File: src/include/pwmtdc_pkg.sv
// Purpose: Constants for the PWM timer block (register map, codes, timing).
// Assumes: AXI4-Lite, 32-bit data, 16-bit counter.
// Notes: Offsets are byte addresses.
package pwmtdc_pkg;
   localparam int CNT_W = 16;
   // ----------------------------------------
   // Register offsets
   // ----------------------------------------
   localparam logic [7:0] OFF_CTRL = 8'h00;
   localparam logic [7:0] OFF_ACTION = 8'h04;
   localparam logic [7:0] OFF_DUTY_A = 8'h08;
   localparam logic [7:0] OFF_PERIOD_B = 8'h0C;
   localparam logic [7:0] OFF_BUF_C = 8'h10;
   localparam logic [7:0] OFF_RWE_A = 8'h14;
   localparam logic [7:0] OFF_RWE_B = 8'h18;
   localparam logic [7:0] OFF_CDUTY_U = 8'h1C;
   localparam logic [7:0] OFF_CDUTY_V = 8'h20;
   localparam logic [7:0] OFF_CDUTY_W = 8'h24;
   localparam logic [7:0] OFF_DEAD = 8'h28;
   localparam logic [7:0] OFF_STATUS = 8'h2C;
   localparam logic [7:0] OFF_COUNT = 8'h30;
   // ----------------------------------------
   // Control fields
   // ----------------------------------------
   localparam int CTRL_RUN = 0;
   localparam int CTRL_BUF_EN = 1;
   localparam int CTRL_COMP = 2;
   localparam int CTRL_PINSEL = 3;
   localparam int CTRL_LOCKED = 4;
   localparam int ACT_A_LSB = 0;
   localparam int ACT_B_LSB = 4;
   localparam int RWE_BIT = 0;
   // ----------------------------------------
   // Pin action codes
   // ----------------------------------------
   localparam logic [3:0] ACT_LOW_LOW = 4'h1;
   localparam logic [3:0] ACT_LOW_HIGH = 4'h2;
   localparam logic [3:0] ACT_LOW_TGL = 4'h3;
   localparam logic [3:0] ACT_HIGH_LOW = 4'h5;
   localparam logic [3:0] ACT_HIGH_HIGH = 4'h6;
   localparam logic [3:0] ACT_HIGH_TGL = 4'h7;
   // ----------------------------------------
   // Reset values and timing
   // ----------------------------------------
   localparam logic [15:0] RST_PERIOD = 16'hFFFF;
   localparam logic [15:0] RST_DEAD = 16'h0001;
   localparam int CLK_MHZ = 100;
   localparam int TICK_MHZ = 25;
   localparam int TICK_DIV = CLK_MHZ / TICK_MHZ;
   localparam logic [1:0] AXI_OKAY = 2'b00;
   localparam logic [1:0] AXI_SLVERR = 2'b10;
   typedef enum logic [1:0] {
      PWMTDC_IDLE = 2'b00,
      PWMTDC_RESP = 2'b01
   } pwmtdc_bus_e;
endpackage

File: src/include/pwmtdc_phase_if.sv
// Purpose: Carries one phase's compare and count state to a dead-time unit.
// Assumes: Single clock domain.
// Notes: One instance per phase.
`timescale 1ns/1ps
`default_nettype none
interface pwmtdc_phase_if;
   logic [15:0] duty;
   logic [15:0] count;
   logic up;
   logic tick;
   logic run;
   logic [15:0] dead;
   logic pos;
   logic neg;
   modport core (output duty, output count, output up, output tick,
      output run, output dead, input pos, input neg);
   modport phase (input duty, input count, input up, input tick,
      input run, input dead, output pos, output neg);
endinterface
`default_nettype wire

File: src/pwmtdc_phase.sv
// Purpose: One complementary phase with dead time.
// Assumes: Count ticks arrive as one-cycle enables.
// Notes: Outputs start low (inactive) and are active high.
`timescale 1ns/1ps
`default_nettype none
module pwmtdc_phase (
   input wire logic i_clk_sys,
   input wire logic i_nrst,
   pwmtdc_phase_if.phase p
);
   import pwmtdc_pkg::*;
   logic level_reg;
   logic pos_reg;
   logic neg_reg;
   logic [15:0] dt_reg;
   // ----------------------------------------
   // Compare level
   // ----------------------------------------
   always_ff @(posedge i_clk_sys or negedge i_nrst) begin
      if (!i_nrst) begin
         level_reg <= 1'b0;
      end else if (!p.run) begin
         level_reg <= 1'b0;
      end else if (p.tick && p.count == p.duty) begin
         level_reg <= p.up;
      end
   end
   // ----------------------------------------
   // Dead time: both off while counting down
   // ----------------------------------------
   always_ff @(posedge i_clk_sys or negedge i_nrst) begin
      if (!i_nrst) begin
         dt_reg <= 16'h0000;
         pos_reg <= 1'b0;
         neg_reg <= 1'b0;
      end else if (!p.run) begin
         dt_reg <= 16'h0000;
         pos_reg <= 1'b0;
         neg_reg <= 1'b0;
      end else if ((pos_reg != level_reg) || (neg_reg == level_reg)) begin
         if (pos_reg || neg_reg) begin
            pos_reg <= 1'b0;
            neg_reg <= 1'b0;
            dt_reg <= p.dead;
         end else if (dt_reg != 16'h0000) begin
            dt_reg <= dt_reg - 16'h0001;
         end else begin
            pos_reg <= level_reg;
            neg_reg <= !level_reg;
         end
      end
   end
   assign p.pos = pos_reg;
   assign p.neg = neg_reg;
   a_no_overlap: assert property (@(posedge i_clk_sys) disable iff (!i_nrst)
      !(pos_reg && neg_reg))
      else $error("Both phase outputs active");
endmodule // pwmtdc_phase
`default_nettype wire

File: src/pwmtdc_top.sv
// Purpose: PWM timer with single-output and complementary modes.
// Assumes: AXI4-Lite slave, one clock, count tick from a divider.
// Notes: Rules kept by this block are listed below.
//
// The AXI4-Lite interface to the registers and the register offsets were chosen for this implementation.
`timescale 1ns/1ps
`default_nettype none
module pwmtdc_top #(
   parameter int TICK_DIV_P = pwmtdc_pkg::TICK_DIV,
   parameter logic LOCKED_CHAN = 1'b0
) (
   input wire logic i_clk_sys,
   input wire logic i_nrst,
   input wire logic [7:0] i_awaddr,
   input wire logic i_awvalid,
   output logic o_awready,
   input wire logic [31:0] i_wdata,
   input wire logic [3:0] i_wstrb,
   input wire logic i_wvalid,
   output logic o_wready,
   output logic [1:0] o_bresp,
   output logic o_bvalid,
   input wire logic i_bready,
   input wire logic [7:0] i_araddr,
   input wire logic i_arvalid,
   output logic o_arready,
   output logic [31:0] o_rdata,
   output logic [1:0] o_rresp,
   output logic o_rvalid,
   input wire logic i_rready,
   output logic o_pin_a,
   output logic o_pin_a_oe,
   output logic [2:0] o_phase_pos,
   output logic [2:0] o_phase_neg,
   output logic o_period_match
);
   import pwmtdc_pkg::*;
   // ----------------------------------------
   // Registers
   // ----------------------------------------
   logic [3:0] ctrl_reg;
   logic [7:0] output_action_reg;
   logic [15:0] duty_compare_a_reg;
   logic [15:0] period_compare_b_reg;
   logic [15:0] buffer_compare_c_reg;
   logic rw_enable_reg_a_reg;
   logic rw_enable_reg_b_reg;
   logic [15:0] buf_reg [3];
   logic [15:0] tmp_reg [3];
   logic [15:0] cmp_reg [3];
   logic [15:0] dead_reg;
   logic [15:0] timer_count_value_reg;
   logic up_reg;
   logic pin_reg;
   logic [7:0] div_reg;
   logic tick;
   logic wr_en;
   logic rd_en;
   logic bvalid_reg;
   logic rvalid_reg;
   logic [31:0] rdata_reg;
   logic bresp_err_reg;
   logic rresp_err_reg;
   logic period_hit;
   logic duty_hit;
   logic overflow;
   logic underflow;
   logic action_ok;
   logic [3:0] code_a;
   logic [3:0] code_b;
   function automatic logic mapped(input logic [7:0] a);
      mapped = (a[1:0] == 2'b00) && (a <= OFF_COUNT);
   endfunction
   function automatic logic [3:0] action_lsb(input logic [7:0] v,
      input int lsb);
      action_lsb = v[lsb +: 4];
   endfunction
   function automatic logic apply(input logic [3:0] c, input logic cur);
      case (c)
         ACT_LOW_LOW, ACT_HIGH_LOW: apply = 1'b0;
         ACT_LOW_HIGH, ACT_HIGH_HIGH: apply = 1'b1;
         ACT_LOW_TGL, ACT_HIGH_TGL: apply = !cur;
         default: apply = cur;
      endcase
   endfunction
   // ----------------------------------------
   // Bus handshake
   // ----------------------------------------
   assign wr_en = i_awvalid && i_wvalid && !bvalid_reg;
   assign rd_en = i_arvalid && !rvalid_reg;
   assign o_awready = wr_en;
   assign o_wready = wr_en;
   assign o_arready = rd_en;
   assign o_bvalid = bvalid_reg;
   assign o_rvalid = rvalid_reg;
   assign o_bresp = bresp_err_reg ? AXI_SLVERR : AXI_OKAY;
   assign o_rresp = rresp_err_reg ? AXI_SLVERR : AXI_OKAY;
   assign o_rdata = rdata_reg;
   // Locked channels need both unlock bits
   assign action_ok = !LOCKED_CHAN ||
      (rw_enable_reg_a_reg && rw_enable_reg_b_reg);
   always_ff @(posedge i_clk_sys or negedge i_nrst) begin
      if (!i_nrst) begin
         bvalid_reg <= 1'b0;
         bresp_err_reg <= 1'b0;
      end else if (wr_en) begin
         bvalid_reg <= 1'b1;
         bresp_err_reg <= !mapped(i_awaddr);
      end else if (i_bready) begin
         bvalid_reg <= 1'b0;
      end
   end
   always_ff @(posedge i_clk_sys or negedge i_nrst) begin
      if (!i_nrst) begin
         rvalid_reg <= 1'b0;
         rresp_err_reg <= 1'b0;
         rdata_reg <= 32'h0000_0000;
      end else if (rd_en) begin
         rvalid_reg <= 1'b1;
         rresp_err_reg <= !mapped(i_araddr);
         case (i_araddr)
            OFF_CTRL: rdata_reg <= {27'h0, LOCKED_CHAN, ctrl_reg};
            OFF_ACTION: rdata_reg <= {24'h0, output_action_reg};
            OFF_DUTY_A: rdata_reg <= {16'h0, duty_compare_a_reg};
            OFF_PERIOD_B: rdata_reg <= {16'h0, period_compare_b_reg};
            OFF_BUF_C: rdata_reg <= {16'h0, buffer_compare_c_reg};
            OFF_RWE_A: rdata_reg <= {31'h0, rw_enable_reg_a_reg};
            OFF_RWE_B: rdata_reg <= {31'h0, rw_enable_reg_b_reg};
            OFF_CDUTY_U: rdata_reg <= {16'h0, buf_reg[0]};
            OFF_CDUTY_V: rdata_reg <= {16'h0, buf_reg[1]};
            OFF_CDUTY_W: rdata_reg <= {16'h0, buf_reg[2]};
            OFF_DEAD: rdata_reg <= {16'h0, dead_reg};
            OFF_STATUS: rdata_reg <= {29'h0, up_reg, pin_reg, action_ok};
            OFF_COUNT: rdata_reg <= {16'h0, timer_count_value_reg};
            default: rdata_reg <= 32'h0000_0000;
         endcase
      end else if (i_rready) begin
         rvalid_reg <= 1'b0;
      end
   end
   // ----------------------------------------
   // Software-written configuration
   // ----------------------------------------
   always_ff @(posedge i_clk_sys or negedge i_nrst) begin
      if (!i_nrst) begin
         ctrl_reg <= 4'h0;
         output_action_reg <= 8'h00;
         period_compare_b_reg <= RST_PERIOD;
         buffer_compare_c_reg <= RST_PERIOD;
         rw_enable_reg_a_reg <= 1'b0;
         rw_enable_reg_b_reg <= 1'b0;
         dead_reg <= RST_DEAD;
         buf_reg <= '{default: 16'h0000};
      end else if (wr_en && i_wstrb[0]) begin
         case (i_awaddr)
            OFF_CTRL: ctrl_reg <= i_wdata[3:0];
            OFF_ACTION: if (action_ok) output_action_reg <= i_wdata[7:0];
            OFF_PERIOD_B: period_compare_b_reg <= i_wdata[15:0];
            OFF_BUF_C: buffer_compare_c_reg <= i_wdata[15:0];
            OFF_RWE_A: rw_enable_reg_a_reg <= i_wdata[RWE_BIT];
            OFF_RWE_B: rw_enable_reg_b_reg <= i_wdata[RWE_BIT];
            OFF_CDUTY_U: buf_reg[0] <= i_wdata[15:0];
            OFF_CDUTY_V: buf_reg[1] <= i_wdata[15:0];
            OFF_CDUTY_W: buf_reg[2] <= i_wdata[15:0];
            OFF_DEAD: dead_reg <= i_wdata[15:0];
            default: ;
         endcase
      end
   end
   // ----------------------------------------
   // Tick divider and counter
   // ----------------------------------------
   always_ff @(posedge i_clk_sys or negedge i_nrst) begin
      if (!i_nrst) begin
         div_reg <= 8'h00;
      end else if (div_reg == 8'(TICK_DIV_P - 1)) begin
         div_reg <= 8'h00;
      end else begin
         div_reg <= div_reg + 8'h01;
      end
   end
   assign tick = ctrl_reg[CTRL_RUN] && (div_reg == 8'(TICK_DIV_P - 1));
   assign period_hit = tick && up_reg &&
      (timer_count_value_reg == period_compare_b_reg);
   // Counter clears first, so a larger duty never matches
   assign duty_hit = tick && !ctrl_reg[CTRL_COMP] &&
      (timer_count_value_reg == duty_compare_a_reg);
   assign overflow = period_hit && ctrl_reg[CTRL_COMP];
   assign underflow = tick && !up_reg && (timer_count_value_reg == 16'h0001);
   assign o_period_match = period_hit;
   always_ff @(posedge i_clk_sys or negedge i_nrst) begin
      if (!i_nrst) begin
         timer_count_value_reg <= 16'h0000;
         up_reg <= 1'b1;
      end else if (!ctrl_reg[CTRL_RUN]) begin
         timer_count_value_reg <= 16'h0000;
         up_reg <= 1'b1;
      end else if (tick) begin
         if (!ctrl_reg[CTRL_COMP]) begin
            up_reg <= 1'b1;
            timer_count_value_reg <= period_hit ? 16'h0000
               : timer_count_value_reg + 16'h0001;
         end else if (period_hit) begin
            up_reg <= 1'b0;
            timer_count_value_reg <= timer_count_value_reg - 16'h0001;
         end else if (underflow) begin
            up_reg <= 1'b1;
            timer_count_value_reg <= 16'h0000;
         end else begin
            timer_count_value_reg <= up_reg ? timer_count_value_reg + 16'h0001
               : timer_count_value_reg - 16'h0001;
         end
      end
   end
   // ----------------------------------------
   // Duty register, buffer transfer
   // ----------------------------------------
   always_ff @(posedge i_clk_sys or negedge i_nrst) begin
      if (!i_nrst) begin
         duty_compare_a_reg <= RST_PERIOD;
      end else if (wr_en && i_wstrb[0] && i_awaddr == OFF_DUTY_A) begin
         duty_compare_a_reg <= i_wdata[15:0];
      end else if (duty_hit && ctrl_reg[CTRL_BUF_EN]) begin
         // Old buffer content wins over a same-cycle buffer write
         duty_compare_a_reg <= buffer_compare_c_reg;
      end
   end
   // ----------------------------------------
   // Single-output pin and channel pin A
   // ----------------------------------------
   assign code_a = action_lsb(output_action_reg, ACT_A_LSB);
   assign code_b = action_lsb(output_action_reg, ACT_B_LSB);
   always_ff @(posedge i_clk_sys or negedge i_nrst) begin
      if (!i_nrst) begin
         pin_reg <= 1'b0;
      end else if (!ctrl_reg[CTRL_RUN]) begin
         // Initial level follows the A code before counting
         pin_reg <= code_a[2];
      end else if (ctrl_reg[CTRL_COMP]) begin
         if (period_hit) pin_reg <= !pin_reg;
      end else if (period_hit && duty_hit) begin
         pin_reg <= pin_reg;
      end else if (period_hit) begin
         pin_reg <= apply(code_b, pin_reg);
      end else if (duty_hit) begin
         // Duty zero matches one tick after the clear
         pin_reg <= apply(code_a, pin_reg);
      end
   end
   assign o_pin_a = ctrl_reg[CTRL_PINSEL] && pin_reg;
   assign o_pin_a_oe = ctrl_reg[CTRL_PINSEL];
   // ----------------------------------------
   // Complementary phases
   // ----------------------------------------
   always_ff @(posedge i_clk_sys or negedge i_nrst) begin
      if (!i_nrst) begin
         tmp_reg <= '{default: 16'h0000};
         cmp_reg <= '{default: 16'h0000};
      end else begin
         if (overflow) tmp_reg <= buf_reg;
         if (underflow) cmp_reg <= tmp_reg;
      end
   end
   generate
      for (genvar g = 0; g < 3; g++) begin : g_phase
         pwmtdc_phase_if pif ();
         assign pif.duty = cmp_reg[g];
         assign pif.count = timer_count_value_reg;
         assign pif.up = up_reg;
         assign pif.tick = tick;
         assign pif.run = ctrl_reg[CTRL_RUN] && ctrl_reg[CTRL_COMP];
         assign pif.dead = dead_reg;
         pwmtdc_phase u_phase (
            .i_clk_sys(i_clk_sys),
            .i_nrst(i_nrst),
            .p(pif.phase)
         );
         assign o_phase_pos[g] = pif.pos;
         assign o_phase_neg[g] = pif.neg;
      end
   endgenerate
   a_count_clear: assert property (@(posedge i_clk_sys) disable iff (!i_nrst)
      (period_hit && !ctrl_reg[CTRL_COMP]) |=> timer_count_value_reg == 0)
      else $error("Counter not cleared on period match");
   a_lock_hold: assert property (@(posedge i_clk_sys) disable iff (!i_nrst)
      (wr_en && i_awaddr == OFF_ACTION && !action_ok) |=>
      $stable(output_action_reg))
      else $error("Locked action register changed");
   a_buf_xfer: assert property (@(posedge i_clk_sys) disable iff (!i_nrst)
      (duty_hit && ctrl_reg[CTRL_BUF_EN] && !(wr_en && i_awaddr == OFF_DUTY_A))
      |=> duty_compare_a_reg == $past(buffer_compare_c_reg))
      else $error("Buffer transfer wrong");
   a_pb_action: assert property (@(posedge i_clk_sys) disable iff (!i_nrst)
      (period_hit && !duty_hit && !ctrl_reg[CTRL_COMP]
      && code_b == ACT_HIGH_LOW) |=> !pin_reg)
      else $error("Period action low not applied");
   a_same_match: assert property (@(posedge i_clk_sys) disable iff (!i_nrst)
      (period_hit && duty_hit) |=> $stable(pin_reg))
      else $error("Pin changed on double match");
   a_comp_toggle: assert property (@(posedge i_clk_sys) disable iff (!i_nrst)
      (period_hit && ctrl_reg[CTRL_COMP] && ctrl_reg[CTRL_RUN])
      |=> pin_reg != $past(pin_reg))
      else $error("Pin did not toggle");
   a_tmp_cmp: assert property (@(posedge i_clk_sys) disable iff (!i_nrst)
      underflow |=> cmp_reg[0] == $past(tmp_reg[0]))
      else $error("Temporary not moved at trough");
   a_no_match: assert property (@(posedge i_clk_sys) disable iff (!i_nrst)
      (duty_compare_a_reg > period_compare_b_reg && !ctrl_reg[CTRL_COMP]
      && timer_count_value_reg <= period_compare_b_reg) |-> !duty_hit)
      else $error("Duty match above period");
endmodule // pwmtdc_top
`default_nettype wire

File: config.mk
export PLATFORM = sky130hd
export DESIGN_NAME = pwmtdc_top
export DESIGN_NICKNAME = d
export VERILOG_FILES = /design/src/include/pwmtdc_pkg.sv /design/src/include/pwmtdc_phase_if.sv /design/src/pwmtdc_phase.sv /design/src/pwmtdc_top.sv
export SDC_FILE = /design/constraint.sdc
export NUM_CORES = 1
export LEC_CHECK = 0
export BUFFER_PORTS_ARGS = -buffer_cell sky130_fd_sc_hd__buf_4
export CORE_ASPECT_RATIO = 0.9
export CORE_MARGIN = 10
export CORE_UTILIZATION = 61
export CTS_BUF_LIST = sky130_fd_sc_hd__clkbuf_16
export DETAILED_ROUTE_END_ITERATION = 10
export HOLD_SLACK_MARGIN = 0.1
export PLACE_DENSITY = 0.8
export SYNTH_ARGS = -nofsm -noshare
export SYNTH_HDL_FRONTEND = slang
export SYNTH_SLANG_ARGS = --single-unit
export TNS_END_PERCENT = 50
File: constraint.sdc
create_clock -name i_clk_sys -period 2.9 [get_ports i_clk_sys]
set_input_delay 0 -clock i_clk_sys [delete_from_list [all_inputs] [get_ports i_clk_sys]]
set_output_delay 0 -clock i_clk_sys [all_outputs]
set_load 0.03 [all_outputs]
# After elaboration in Yosys (flattened, before gate mapping)
# Cells that the tools add are included.
# W data, S select, Z words.
# word_totals
reg_bits	341
inputBits	59
out_inout_bits	50
wordCells	256
# classes
addsub	6
n_lt_le_gt_ge	2
n_eq_ne	66
mux	72
n_reduce_logical	72
# ops
op	n
$mux W16	21
$pmux W16 S13	1
$eq A16 B16 Y1	5
$eq A8 B5 Y1 const B	8
$eq A8 B6 Y1 const B	8
$sub A16 B1 Y16 const B	4
$reduce_bool A16 Y1	3
$mux W1	45
$reduce_and A2 Y1	17
$eq A8 B4 Y1 const B	4
$eq A4 B3 Y1 const B	6
$logic_and A1 B1 Y1	22
$add A16 B1 Y16 const B	1
$eq A16 B1 Y1 const B	1
$eq A4 B2 Y1 const B	4
$eq A8 B3 Y1 const B	2
$le A8 B6 Y1 const B	2
$logic_not A8 Y1	2
$reduce_or A2 Y1	6
$logic_not A1 Y1	10
$ne A2 B1 Y1 const B	5
$ne A3 B1 Y1 const B	3
$ne A3 B2 Y1 const B	3
$ne A3 B3 Y1 const B	3
other kinds (16)	32

# Longest topological paths before layout
# Gate-level depths: netlist of run 1.
# depth
depth_word	9
mapped_depth	10
ltp_nobuf	9

# Modules after synthesis
# Synthesis of run 1 repeated with hierarchy kept, for this count alone.
# hier_totals
hier_cells	1597
hier_area_um2	17125.2
# by_module_without_submodules
module	n_inst	cells_per_inst	area_per_inst_um2	seq_area_each_um2
pwmtdc_top	1	1093	12924.9	6769.0
pwmtdc_phase	3	168	1400.1	475.5

# Worst setup path after synthesis of run 1
# OpenSTA, ideal clock, no wires.
# synth_path
path_type	register to register
start	register timer_count_value_reg[15] (netlist: g_phase[0].pif.count[15])
end	register pin_reg
setup_time_ns	0.128
arrival_time_ns	2.584
t_required_ns	2.772
setup_slack_ns	0.188
stages_incl_launch_ff	9
path_buffers	1
synth_period_minus_slack_ns	2.712
cell_sequence	dfrtp_1 buf_4 xor2_1 nor4_1 nand4_1 nor3_1 mux2i_1 a31oi_1 mux2_1
# synth_via
elab_chain_len	6
word_cells_on_any_way	15
classes_between	7 x eq/ne; 4 x mux; 4 x reduce/logical
# synth_lines
item	line	text
start: declaration	pwmtdc_top.sv:52	logic [15:0] timer_count_value_reg;
start signal: assignment	pwmtdc_top.sv:201	timer_count_value_reg <= period_hit ? 16'h0000
start signal: assignment	pwmtdc_top.sv:205	timer_count_value_reg <= timer_count_value_reg - 16'h0001;
start signal: assignment	pwmtdc_top.sv:210	timer_count_value_reg <= up_reg ? timer_count_value_reg + 16'h0001
$eq A16 B16 Y1 (*)	pwmtdc_top.sv:184	(timer_count_value_reg == period_compare_b_reg);
$logic_and A1 B1 Y1 (*)	pwmtdc_top.sv:183	assign period_hit = tick && up_reg &&
named net o_period_match	pwmtdc_top.sv:35	output logic o_period_match
$mux W1	pwmtdc_top.sv:243	end else if (period_hit) begin
$mux W1	pwmtdc_top.sv:241	end else if (period_hit && duty_hit) begin
$mux W1	pwmtdc_top.sv:239	end else if (ctrl_reg[CTRL_COMP]) begin
$mux W1	pwmtdc_top.sv:236	end else if (!ctrl_reg[CTRL_RUN]) begin
end signal: assignment	pwmtdc_top.sv:240	if (period_hit) pin_reg <= !pin_reg;
end signal: assignment	pwmtdc_top.sv:242	pin_reg <= pin_reg;
end signal: assignment	pwmtdc_top.sv:244	pin_reg <= apply(code_b, pin_reg);
end: declaration	pwmtdc_top.sv:54	logic pin_reg;
# Mark *: on every way through the listed nets, which the timed path passes. The rest lies on a longest branch. The select of a mux whose other input is x is not followed.
# A chain may end at the register's enable or synchronous reset.

# Worst setup path in the final report of run 1
# layout_path
start	register timer_count_value_reg[4] (netlist: g_phase[0].pif.count[4])
end	register tmp_reg[1] (netlist name)
# layout_via
elab_chain_len	3
# layout_lines
item	line	text
$eq A16 B16 Y1	pwmtdc_top.sv:184	
$logic_and A1 B1 Y1	pwmtdc_top.sv:183	
$logic_and A1 B1 Y1	pwmtdc_top.sv:188	assign overflow = period_hit && ctrl_reg[CTRL_COMP];
end signal: assignment	pwmtdc_top.sv:260	if (overflow) tmp_reg <= buf_reg;
end: declaration	pwmtdc_top.sv:49	logic [15:0] tmp_reg [3];
# Every way passes these cells.

==> impl_results.md, run 1 <==
- Fin nets: between 1.5k and 2k
- Power Dens Cells: about 500 nW/um2
- IO buf count: 71
- RSZ-0062 raised after global routing: no
- EDFF count, synth: 0
- Sw frac: 0.244
- Post-synthesis mux area share: 0.158
- Finish-stage setup viols: 0
- Fin util: 0.715
- Synthesized instance count: around 1.6k
- Worst Path Required: 3290 ps
- Core Rows: 57
- Max-slew violations: 0
- Area Overhead vs Synth: 15.6%
- Pre-CTS setup slack: approximately 170 ps
- # diodes: 0
- Worst-Margin Slew: 807 ps
- Core area: 27000 um2
- Post-synthesis area per instance: 10.6 um2
- Routed Antenna Nets: 0
- First-iteration detailed-routing DRC count: around 1.6k
- Worst IR Drop VDD: ~0.41 mV
- Synth Flop Type: dfrtp_1
- Die X-Extent: between 150 and 200 um
- Crit. End Element: register
- Vias in the first global route: approximately 14k
- Clock buffer count from CTS: 34
- Starting density of the core: 0.618
- Clk pwr share: 0.448
- Initial antenna violation count: 0
- Leak pwr: approximately 9 nW
- Via count: approximately 14k
- Critical path launch point type: register
- Adder-cell area share of the yosys netlist: 0.00751
- R2r setup slk: 10 ps
- Die area: between 30000 and 40000 um2
- R2R Path End: tmp_reg[1]$_DFFE_PN0P_
- GRT Util Overall: 0.289
- Final non-filler cell total: between 2k and 2.5k
- Area after DPL: about 18000 um2
- Status: finished, final reports clean
- Setup TNS: 0 ps
- Clock-pin slew on the worst setup and hold paths: roughly 70 ps
- First-pass GRT wire length: around 80000 um
- CP max FO: 48
- Layout cells sized above 1: 0.282
- Hpwl dp: ~34000 um
- Max_cap viols: 0
- Final critical-path required period: around 2900 ps
- CTS tree: yes
- Post-synthesis compound-gate area fraction: 0.130
- Post-Syn Area: about 17000 um2
- Leading area contributor after synthesis: dfrtp_1
- Clock Latency Late Sink: about 520 ps
- Cell Int Power: between 7 and 8 mW
- Worst R2R Start: g_phase[0].pif.count[4]$_DFFE_PN0P_
- GR Overflow Total: 0
- Critical Path AT: 3280 ps
- Min-delay worst type: input pin to async pin
- First-pass DRT Iterations: 6
- Kind of critical path: register to register
- Synth area leaders: dfrtp_1 (41%), mux2_2 (14%), dfstp_2 (7.9%)
- Synth Area in Simple Gates: 0.128
- Slew headroom: 0.462
- Switch Pwr: 2.36 mW
- Netlist cell types: 67
- Sequential Power Share: 0.485
- # DRC: 0
- Final clock skew: roughly 21 ps
- Worst R2R Path Depth: 7
- XOR/XNOR Fraction of Synth Area: 0.0462
- Yosys reg bits: about 330
- Hold Violations, Final: 0
- Post-Route WL: approximately 51000 um
- Final Cycle Share: 0.996
- FMAX: approximately 350 MHz
- Clk buf depth: 3
- Main combinational cell family by area after synthesis: multiplexers
- Final GP Congestion: 0.958
- Cell area after layout: between 15000 and 20000 um2
- H-tree levels: 2
- Buffers inserted by post-CTS timing repair: 0
- Final worst slack: 10.6 ps
- Number of instances in the placed design: just under 2k
- Seq/Total Area, Yosys: 0.492
- Die Ht: roughly 180 um
- Vias per inst: 6.63
- Async SR Flop Fraction: 1.00
- Largest net degree at the start of global routing: 94
- Root Buffer: clkbuf_16
- Worst Hold Slack: 115 ps
- Synth top area share: 0.413
- CTS sink cnt: approximately 330
- WL per Instance: 24.6 um
- Design Power: about 9.6 mW
- Synth warnings: 0
- Gate power share: 0.067
- I/O pin total: around 110
## routing by layer
layer  GRT usage  routed length (um)  vias up
li1            -                   -     5954
met2       0.429               22100      866
met3      0.0775                5980      160
met1       0.398               20800     6758
met5           0                   0        -
met4       0.111                1980        0
## kinds of logic (layout without fill, tap and decap cells)
logic type	Yosys count	count (layout)
AOI/OAI and AO/OA	347	347
muxes	234	234
and+or+nand+nor	433	433
xor gates and xnor gates	88	88
DFF	325	325
other	1	18
buffers and inverters	136	262
adders and majority gates	10	10
## final cells by class
cell class | count | area [um2]
Clock inverter | 26 | 198
Timing Repair Buffer | 185 | 1560
Tap cell | 354 | 443
Sequential cell | 325 | 8200
Fill cell | 1891 | 7690
Clock buffer | 35 | 876
Multi-Input combinational cell | 1130 | 7940
Inverter | 16 | 60.1
## cells in the final DEF (no fill, tap or decap), types with 6 or more instances in the layout
cell type      count
xor2_1            56
nor3_1            49
a222oi_1          17
nand3_1           29
a31oi_1           13
and2_1             7
clkinv_1           7
dfstp_2           50
a21oi_1           99
a22oi_1           21
xnor2_1           32
clkinv_2           9
or2_2              8
inv_1             21
nand2_1           87
mux2i_1           23
or3_1             18
a22o_1             8
o21ai_0          124
nor4_1            33
nand4_1           11
dlygate4sd3_1     39
buf_4            140
clkbuf_16         35
mux2_2           208
o211a_1            6
nor2_1           139
dfrtp_1          275
conb_1            18
ha_1              10
and3_1            12
o32ai_1            8
## power groups by stage
| stage | sequential (mW) | clock (mW) | combinational, mW |
|---|---|---|---|
| 2_1_floorplan | 4.81 | 0 | 0.204 |
| 3_3_place_gp | 4.75 | 0 | 0.570 |
| 3_5_place_dp | 4.75 | 0 | 0.582 |
| 4_1_cts | 4.67 | 4.34 | 0.634 |
| 5_1_grt | 4.68 | 4.53 | 0.687 |
| 6_report | 4.68 | 4.32 | 0.645 |
## cells in the mapped netlist (4+ instances only)
master / instances
o221a_2: 4
buf_1: 10
nand2_1: 88
nor2_1: 139
or2_2: 8
xor2_1: 56
o2111ai_1: 4
inv_1: 16
mux2i_1: 23
a22o_1: 8
nor3_1: 50
o31ai_1: 4
mux2_2: 208
o21a_1: 5
nor3b_1: 4
dfrtp_1: 275
o211a_1: 6
nor4_1: 37
a222oi_1: 17
a21oi_1: 99
nand4_1: 11
nand2b_1: 4
ha_1: 10
a31oi_1: 13
nor2b_1: 5
dfstp_2: 50
or3_1: 18
xnor2_1: 32
a22oi_1: 21
buf_4: 31
buf_2: 10
clkbuf_1: 66
and3_1: 12
or4_1: 5
o32ai_1: 8
a211oi_1: 4
o21ai_0: 124
o221ai_1: 4
and2_1: 7
a221oi_1: 4
nand3_1: 29
## worst max path at each step
stage | depth (start not counted) | slack (ps) | startpoint | endpoint
finish | 7 | 10 | g_phase[0].pif.count[4]$_DFFE_PN0P_ | tmp_reg[1]$_DFFE_PN0P_
global route | 6 | 30 | g_phase[1].u_phase.dt_reg[12]$_DFFE_PN0P_ | g_phase[1].u_phase.dt_reg[4]$_DFFE_PN0P_
CTS | 7 | 140 | div_reg[5]$_DFF_PN0_ | pin_reg$_DFFE_PN0P_
detailed placement | 7 | 170 | div_reg[5]$_DFF_PN0_ | pin_reg$_DFFE_PN0P_
global placement | 7 | 200 | div_reg[5]$_DFF_PN0_ | pin_reg$_DFFE_PN0P_
floorplan | 8 | 190 | g_phase[0].pif.count[15]$_DFFE_PN0P_ | pin_reg$_DFFE_PN0P_
## critical path, stage by stage, from the launching register on
cell	delay, ps
dfrtp_1	500
xor2_1	210
nor4_1	420
nand4_1	290
or3_1	420
or2_2	320
buf_12	190
mux2_2	340
## repair_timing
item / CTS / global route
endpoints found under the hold margin: 420 / 0
hold buffers: 40 / 0
gates resized for setup: 0 / 2
endpoints found under the setup margin: 0 / 11
No activity file was read; power rests on OpenSTA's default activity.
==> run 2: changes to the inputs <==
REMOVE_ABC_BUFFERS = 1   (was default)
==> run 2 against run 1 <==
Highest routed layer unchanged; register-to-register slack gained 40 ps; first-iteration DRC count grew 11%; largest power group unchanged; sequential share of layout area shrank 0.22 points; global-route usage grew 0.42 points; power grew 2.0%; sequential power is essentially flat.
==> impl_results.md, run 2 (synthesis results as in run 1) <==
- Crit path buf inv count: 1 (unchanged)
- CTS sink cnt: 325 (unchanged)
- Buffers inserted by post-CTS timing repair: 0 (unchanged)
- Leak pwr: 9.24 nW (+0.53%)
- Worst R2R Path Depth: 7 (unchanged)
- Hpwl dp: 34000 um (-0.95%)
- Final Cycle Share: 0.983 (-0.0133)
- First-iteration detailed-routing DRC count: 1750 (+11%)
- Clock-pin slew on the worst setup and hold paths: 60 ps (about the same)
- Final critical-path required period: 2850 ps (-38.7 ps)
- Area Overhead vs Synth: 16.2%
- # diodes: 0 (unchanged)
- R2R Path End: tmp_reg[11]$_DFFE_PN0P_
- Finish-stage setup viols: 0 (unchanged)
- First-pass GRT wire length: 80000 um (+1.7%)
- Clk buf depth: 3 (unchanged)
- Die X-Extent: 194 um (unchanged)
- Clock buffer count from CTS: 35 (+2.9%)
- CP top delay family: simple AND/OR/NAND/NOR gates
- Max_cap viols: 0 (unchanged)
- First-pass DRT Iterations: 6 (unchanged)
- CP max FO: 30 (-38%)
- CTS tree: yes
- Commonest non-fill, non-tap cell in the layout: dfrtp_1
- Number of instances in the placed design: 1969 (-0.051%)
- Worst IR Drop VDD: 0.461 mV (+12%)
- GR Overflow Total: 0 (unchanged)
- Max-slew violations: 0 (unchanged)
- Crit. End Element: register
- Worst-Margin Slew: 1030 ps (+227 ps)
- Leading cell types in the layout, fill and taps excluded: dfrtp_1 (275), mux2_2 (208), nor2_1 (139), buf_4 (137), o21ai_0 (124)
- Kind of critical path: register to register
- H-tree levels: 2 (unchanged)
- Final non-filler cell total: 2075 (+0.19%)
- Root Buffer: clkbuf_16
- Slowest cell delay on critical path: 550 ps (+50 ps)
- Final GP Congestion: 0.950 (-0.79%)
- Slew headroom: 0.308 (-0.154)
- Largest net degree at the start of global routing: 83 (-12%)
- FMAX: 351 MHz (+1.4%)
- Critical path launch point type: register
- Clock Latency Late Sink: 530 ps (about the same)
- Design Power: 9.84 mW (+2.0%)
- Min-delay worst type: input pin to register
- Starting density of the core: 0.618 (unchanged)
- Crit-path slowest cell: dfrtp_1
- Fin nets: 1763 (+0.11%)
- WHS Path Cells: 7
- Core Rows: 57 (unchanged)
- Status: finished, final reports clean
- Worst path cell trace: xor2_1, nor4_2, nand4_1, or3_1, or2_2, buf_12, mux2_2
- Routed Antenna Nets: 0 (unchanged)
- Vias in the first global route: 13.9k (+2.9%)
- Post-Route WL: 51400 um (+1.1%)
- Fillcell total: 1840 (-2.7%)
- Final clock skew: 16.2 ps (-4.73 ps)
- Die area: 34300 um2 (unchanged)
- GRT Util Overall: 0.293 (+0.00421)
- Power Dens Cells: 508 nW/um2 (+1.5%)
- Worst R2R Start: g_phase[0].pif.count[2]$_DFFE_PN0P_
- Layout cells sized above 1: 0.281 (-0.000655)
- Initial antenna violation count: 0 (unchanged)
- Min-Delay Endpoint: o_rdata[4]$_DFFE_PN0P_
- WL per Instance: 24.8 um (+0.94%)
- Critical Path AT: 3250 ps (-30 ps)
- Worst Hold Slack: 217 ps (+103 ps)
- # DRC: 0 (unchanged)
- I/O pin total: 109 (unchanged)
- Hold Violations, Final: 0 (unchanged)
- Core area: 27000 um2 (unchanged)
- Via count: 13.9k (+1.0%)
- Setup TNS: 0 ps (unchanged)
- Die Ht: 177 um (unchanged)
- R2r setup slk: 50 ps (+40 ps)
- Vias per inst: 6.69 (+0.85%)
- Worst Path Required: 3300 ps (about the same)
- Hold path start: i_araddr[5]
- IO buf count: 71 (unchanged)
## run 2: cell count changes in the layout (fill, tap and decap cells not counted), sizes merged
cell and delta:
dlygate4sd3 +3, bufinv +1, buf -2, inv +4
clkbuf +1, clkinvlp +1, clkinv -4
## run 2: what timing repair did
action | CTS | global route
resized for setup | 0 | 3
endpoints found under the setup margin | 0 | 55
hold buffers | 42 | 0
hold endpoints to repair | 426 | 0
## run 2: area by class of cell
class	count	area [um2]	share of cell area
clock buffer	36	901	0.0465
sequential	325	8200	0.423
tap	354	443	0.0229
timing repair buffer	186	1580	0.0818
multi-input combinational	1130	7940	0.410
clock inverter	28	246	0.0127
inverter	16	60.1	0.00310
## run 2: through the flow
step | util | setup WS [ps] | instance area [um2]
floorplan | - | -1620 | 16100
global placement | 0.660 | -24.5 | 17800
detailed placement | 0.660 | 76.9 | 17800
CTS | 0.718 | 65.9 | 19400
global route | 0.719 | -5.60 | 19400
finish | 0.719 | 49.4 | 19400
## run 2: layer usage
metal / share of wire / wire (um) / global-route usage / vias to the layer above
met5: 0 / 0 / 0 / -
met4: 0.034 / 1750 / 0.104 / 0
met3: 0.12 / 5970 / 0.0782 / 159
met2: 0.45 / 23200 / 0.454 / 912
met1: 0.40 / 20500 / 0.391 / 6880
li1: - / - / - / 5930
## run 2: how the worst max path moves through the flow
stage | start | to | slack, ps | cells after the start
finish | g_phase[0].pif.count[2]$_DFFE_PN0P_ | tmp_reg[11]$_DFFE_PN0P_ | 50 | 7
global route | g_phase[0].pif.count[2]$_DFFE_PN0P_ | tmp_reg[10]$_DFFE_PN0P_ | -6 | 7
CTS | g_phase[0].pif.count[2]$_DFFE_PN0P_ | tmp_reg[11]$_DFFE_PN0P_ | 70 | 7
detailed placement | g_phase[0].pif.count[2]$_DFFE_PN0P_ | tmp_reg[11]$_DFFE_PN0P_ | 80 | 7
global placement | g_phase[0].pif.count[2]$_DFFE_PN0P_ | tmp_reg[29]$_DFFE_PN0P_ | -20 | 7
floorplan | g_phase[0].pif.count[2]$_DFFE_PN0P_ | g_phase[0].pif.count[12]$_DFFE_PN0P_ | -1620 | 7
## run 2: report_power, final
group	leakage [nW]	switching, mW	internal, mW
clock network	0.593	1.89	2.63
logic	4.33	0.433	0.213
registers	4.32	0.0699	4.61
total	9.24	2.39	7.45
## run 2: worst min-delay path: cells and delay by family
family / cells / cell delay [ps]
buf+inv: 2 / 340
simple gates: 3 / 210
compound gates: 2 / 140
==> run 3: changes to the inputs <==
SYNTH_HIERARCHICAL = 1   (was default)
==> run 3 against run 2 <==
Worst setup slack gained 210 ps; cell count grew 0.82%; first-iteration DRC count shrank 8.8%; register-to-register slack gained 210 ps; area after synthesis grew 2.7%; clock-buffer cell count is the same; design area grew 1.2%; critical endpoint is now g_phase[0].pif.count[7]$_DFFE_PN0P_.
==> impl_results.md, run 3 <==
- Post-Syn Area: 17100 um2 (+2.7%)
- GRT Util Overall: 0.291 (-0.00187)
- # diodes: 0 (unchanged)
- Synth Flop Type: dfrtp_1
- First-pass DRT Iterations: 6 (unchanged)
- FF+latch area: 8200 um2 (unchanged)
- Kind of critical path: register to register
- Commonest non-fill, non-tap cell in the layout: dfrtp_1
- Fillcell total: 1971 (+7.1%)
- Commonest cells in the netlist: dfrtp_1 (275), mux2_2 (191), nor2_1 (104)
- Finish-stage setup viols: 0 (unchanged)
- Leading cell types in the layout, fill and taps excluded: dfrtp_1 (275), mux2_2 (191), buf_4 (134), nor2_1 (103), nand2_1 (97)
- First-pass GRT wire length: 79900 um (about the same)
- Via count: 13.9k (+0.39%)
- Min-delay worst type: input pin to async pin
- Status: finished, final reports clean
- IO buf count: 71 (unchanged)
- Seq/Total Area, Yosys: 0.479 (-0.0131)
- Crit. End Element: register
- Synth area leaders: dfrtp_1 (40%), mux2_2 (13%), dfstp_2 (7.7%)
- Final critical-path required period: 2640 ps (-206 ps)
- Post-CTS Resized: 0 (unchanged)
- Hold Violations, Final: 0 (unchanged)
- Core Rows: 58 (+1.8%)
- Synth top area share: 0.402 (-0.0110)
- First-iteration detailed-routing DRC count: 1596 (-8.8%)
- Max-slew violations: 0 (unchanged)
- Starting density of the core: 0.616 (-0.00221)
- Yosys reg bits: 325 (unchanged)
- Vias in the first global route: 13.5k (-2.8%)
- Cell area after layout: 19600 um2 (+1.2%)
- Final Cycle Share: 0.912 (-0.0711)
- Setup TNS: 0 ps (unchanged)
- Worst IR Drop VDD: 0.635 mV (+38%)
- Slowest cell delay on critical path: 560 ps (about the same)
- Worst-Margin Slew: 1130 ps (+100 ps)
- Clk buf depth: 3 (unchanged)
- Die X-Extent: 197 um (+1.2%)
- Fin nets: 1773 (+0.57%)
- Core area: 27800 um2 (+3.1%)
- Largest net degree at the start of global routing: 97 (+17%)
- Hpwl dp: 35700 um (+4.8%)
- Post-Route WL: 51900 um (+0.89%)
- Initial antenna violation count: 0 (unchanged)
- # DRC: 0 (unchanged)
- Final worst slack: 256 ps (+206 ps)
- Worst Path Required: 3360 ps (+60 ps)
- Synthesized instance count: 1597 (+1.5%)
- Multi-input logic area: 8330 um2 (+4.9%)
- Final GP Congestion: 0.995 (+4.7%)
- Power Dens Cells: 481 nW/um2 (-5.4%)
- CP max FO: 8 (-73%)
- Worst Hold Slack: 77.0 ps (-140 ps)
- Die area: 35200 um2 (+2.4%)
- Pre-CTS setup slack: 252 ps (+175 ps)
- CTS sink cnt: 325 (unchanged)
- Final clock skew: 18.6 ps (+2.45 ps)
- Critical Path AT: 3100 ps (-150 ps)
- Crit-path slowest cell: or4_4
- Slew headroom: 0.244 (-0.0644)
- Fin util: 0.706 (-0.0131)
- Root Buffer: clkbuf_16
- GR Overflow Total: 0 (unchanged)
- I/O pin total: 109 (unchanged)
- Area after DPL: 18200 um2 (+2.3%)
- Clock buffer count from CTS: 35 (unchanged)
- Vias per inst: 6.66 (-0.43%)
- Max_cap viols: 0 (unchanged)
- Async SR Flop Fraction: 1.00 (unchanged)
- Area Overhead vs Synth: 14.5%
- Synth warnings: 6 (+6)
- WL per Instance: 24.8 um (about the same)
- Routed Antenna Nets: 0 (unchanged)
- FMAX: 378 MHz (+7.8%)
- Post-synthesis area per instance: 10.7 um2 (+1.3%)
- RSZ-0062 raised after global routing: no
- Most common cell in the netlist: dfrtp_1
- CTS tree: yes
- EDFF count, synth: 0 (unchanged)
- Worst path cell trace: ha_1, nor4b_1, nand2_1, or4_4, o21ai_4, nor2b_2, a221o_1, a22o_1
- H-tree levels: 2 (unchanged)
- Critical path launch point type: register
- Clock Latency Late Sink: 530 ps (about the same)
- Layout cells sized above 1: 0.271 (-0.00987)
- Clock-pin slew on the worst setup and hold paths: 60 ps (about the same)
- Leak pwr: 9.29 nW (+0.60%)
- Leading area contributor after synthesis: dfrtp_1
- Netlist cell types: 79 (+18%)
- Die Ht: 179 um (+1.2%)
run 3: final cells by class:
cell class | instances | share of cell area
clock buffer | 36 | 0.0459
clock inverter | 26 | 0.0101
inverter | 21 | 0.00402
multi-input combinational | 1152 | 0.425
sequential | 325 | 0.418
tap | 360 | 0.0230
timing repair buffer | 172 | 0.0740
run 3: cell families after synthesis:
group,count (synthesis),share of synthesized area
adders and majority gates,7,0.00511
and+or+nand+nor,447,0.138
DFF,325,0.479
muxes,247,0.161
other,1,0.000219
xor gates and xnor gates,88,0.0450
AOI/OAI and AO/OA,345,0.132
buffers and inverters,137,0.0400
run 3: power breakdown:
group	switching, mW	leakage, nW	total (mW)	internal [mW]
Sequential	0.0340	4.34	4.61	4.57
Clock	1.86	0.581	4.37	2.52
Combinational	0.303	4.37	0.442	0.140
run 3: final timing paths:
check                                          start                                   end  slack, ps  depth (start not counted)
worst max-delay path            div_reg[0]$_DFF_PN0_   g_phase[0].pif.count[7]$_DFFE_PN0P_        260                          8
worst min-delay path                          i_nrst  g_phase[0].u_phase/p.pos$_DFFE_PN0P_         80                          2
worst max register to register  div_reg[0]$_DFF_PN0_   g_phase[0].pif.count[7]$_DFFE_PN0P_        260                          8
worst min register to register  div_reg[0]$_DFF_PN0_                  div_reg[0]$_DFF_PN0_        470                          1
max in group asynchronous                     i_nrst  buffer_compare_c_reg[15]$_DFFE_PN1P_       1900                          3
min in group i_clk_sys                    i_wstrb[0]       rw_enable_reg_b_reg$_DFFE_PN0P_        130                          6
run 3: per-stage QoR:
step	total power, mW	cells
2_1_floorplan	4.81	1498
3_3_place_gp	5.07	1999
3_5_place_dp	5.08	1999
6_report	9.42	2092
5_1_grt	9.64	2092
4_1_cts	9.42	2092
run 3: routing by layer:
layer	share of wire	up-vias	GRT usage
met4	0.038	0	0.113
met2	0.43	842	0.430
li1	-	6063	-
met1	0.41	6892	0.407
met3	0.12	138	0.0725
met5	0	-	0
run 3: repair_timing:
action | CTS | global route
hold buffers | 31 | 0
endpoints found under the hold margin | 351 | 0
setup buffers | 0 | 0
run 3: worst max-delay path: cells and delay by family (launching register included):
family	cells	cell delay, ps
AO/OA/AOI/OAI	3	640
adder cells (fa/ha/maj)	1	210
flip-flops	1	380
AND/OR/NAND/NOR	4	1360
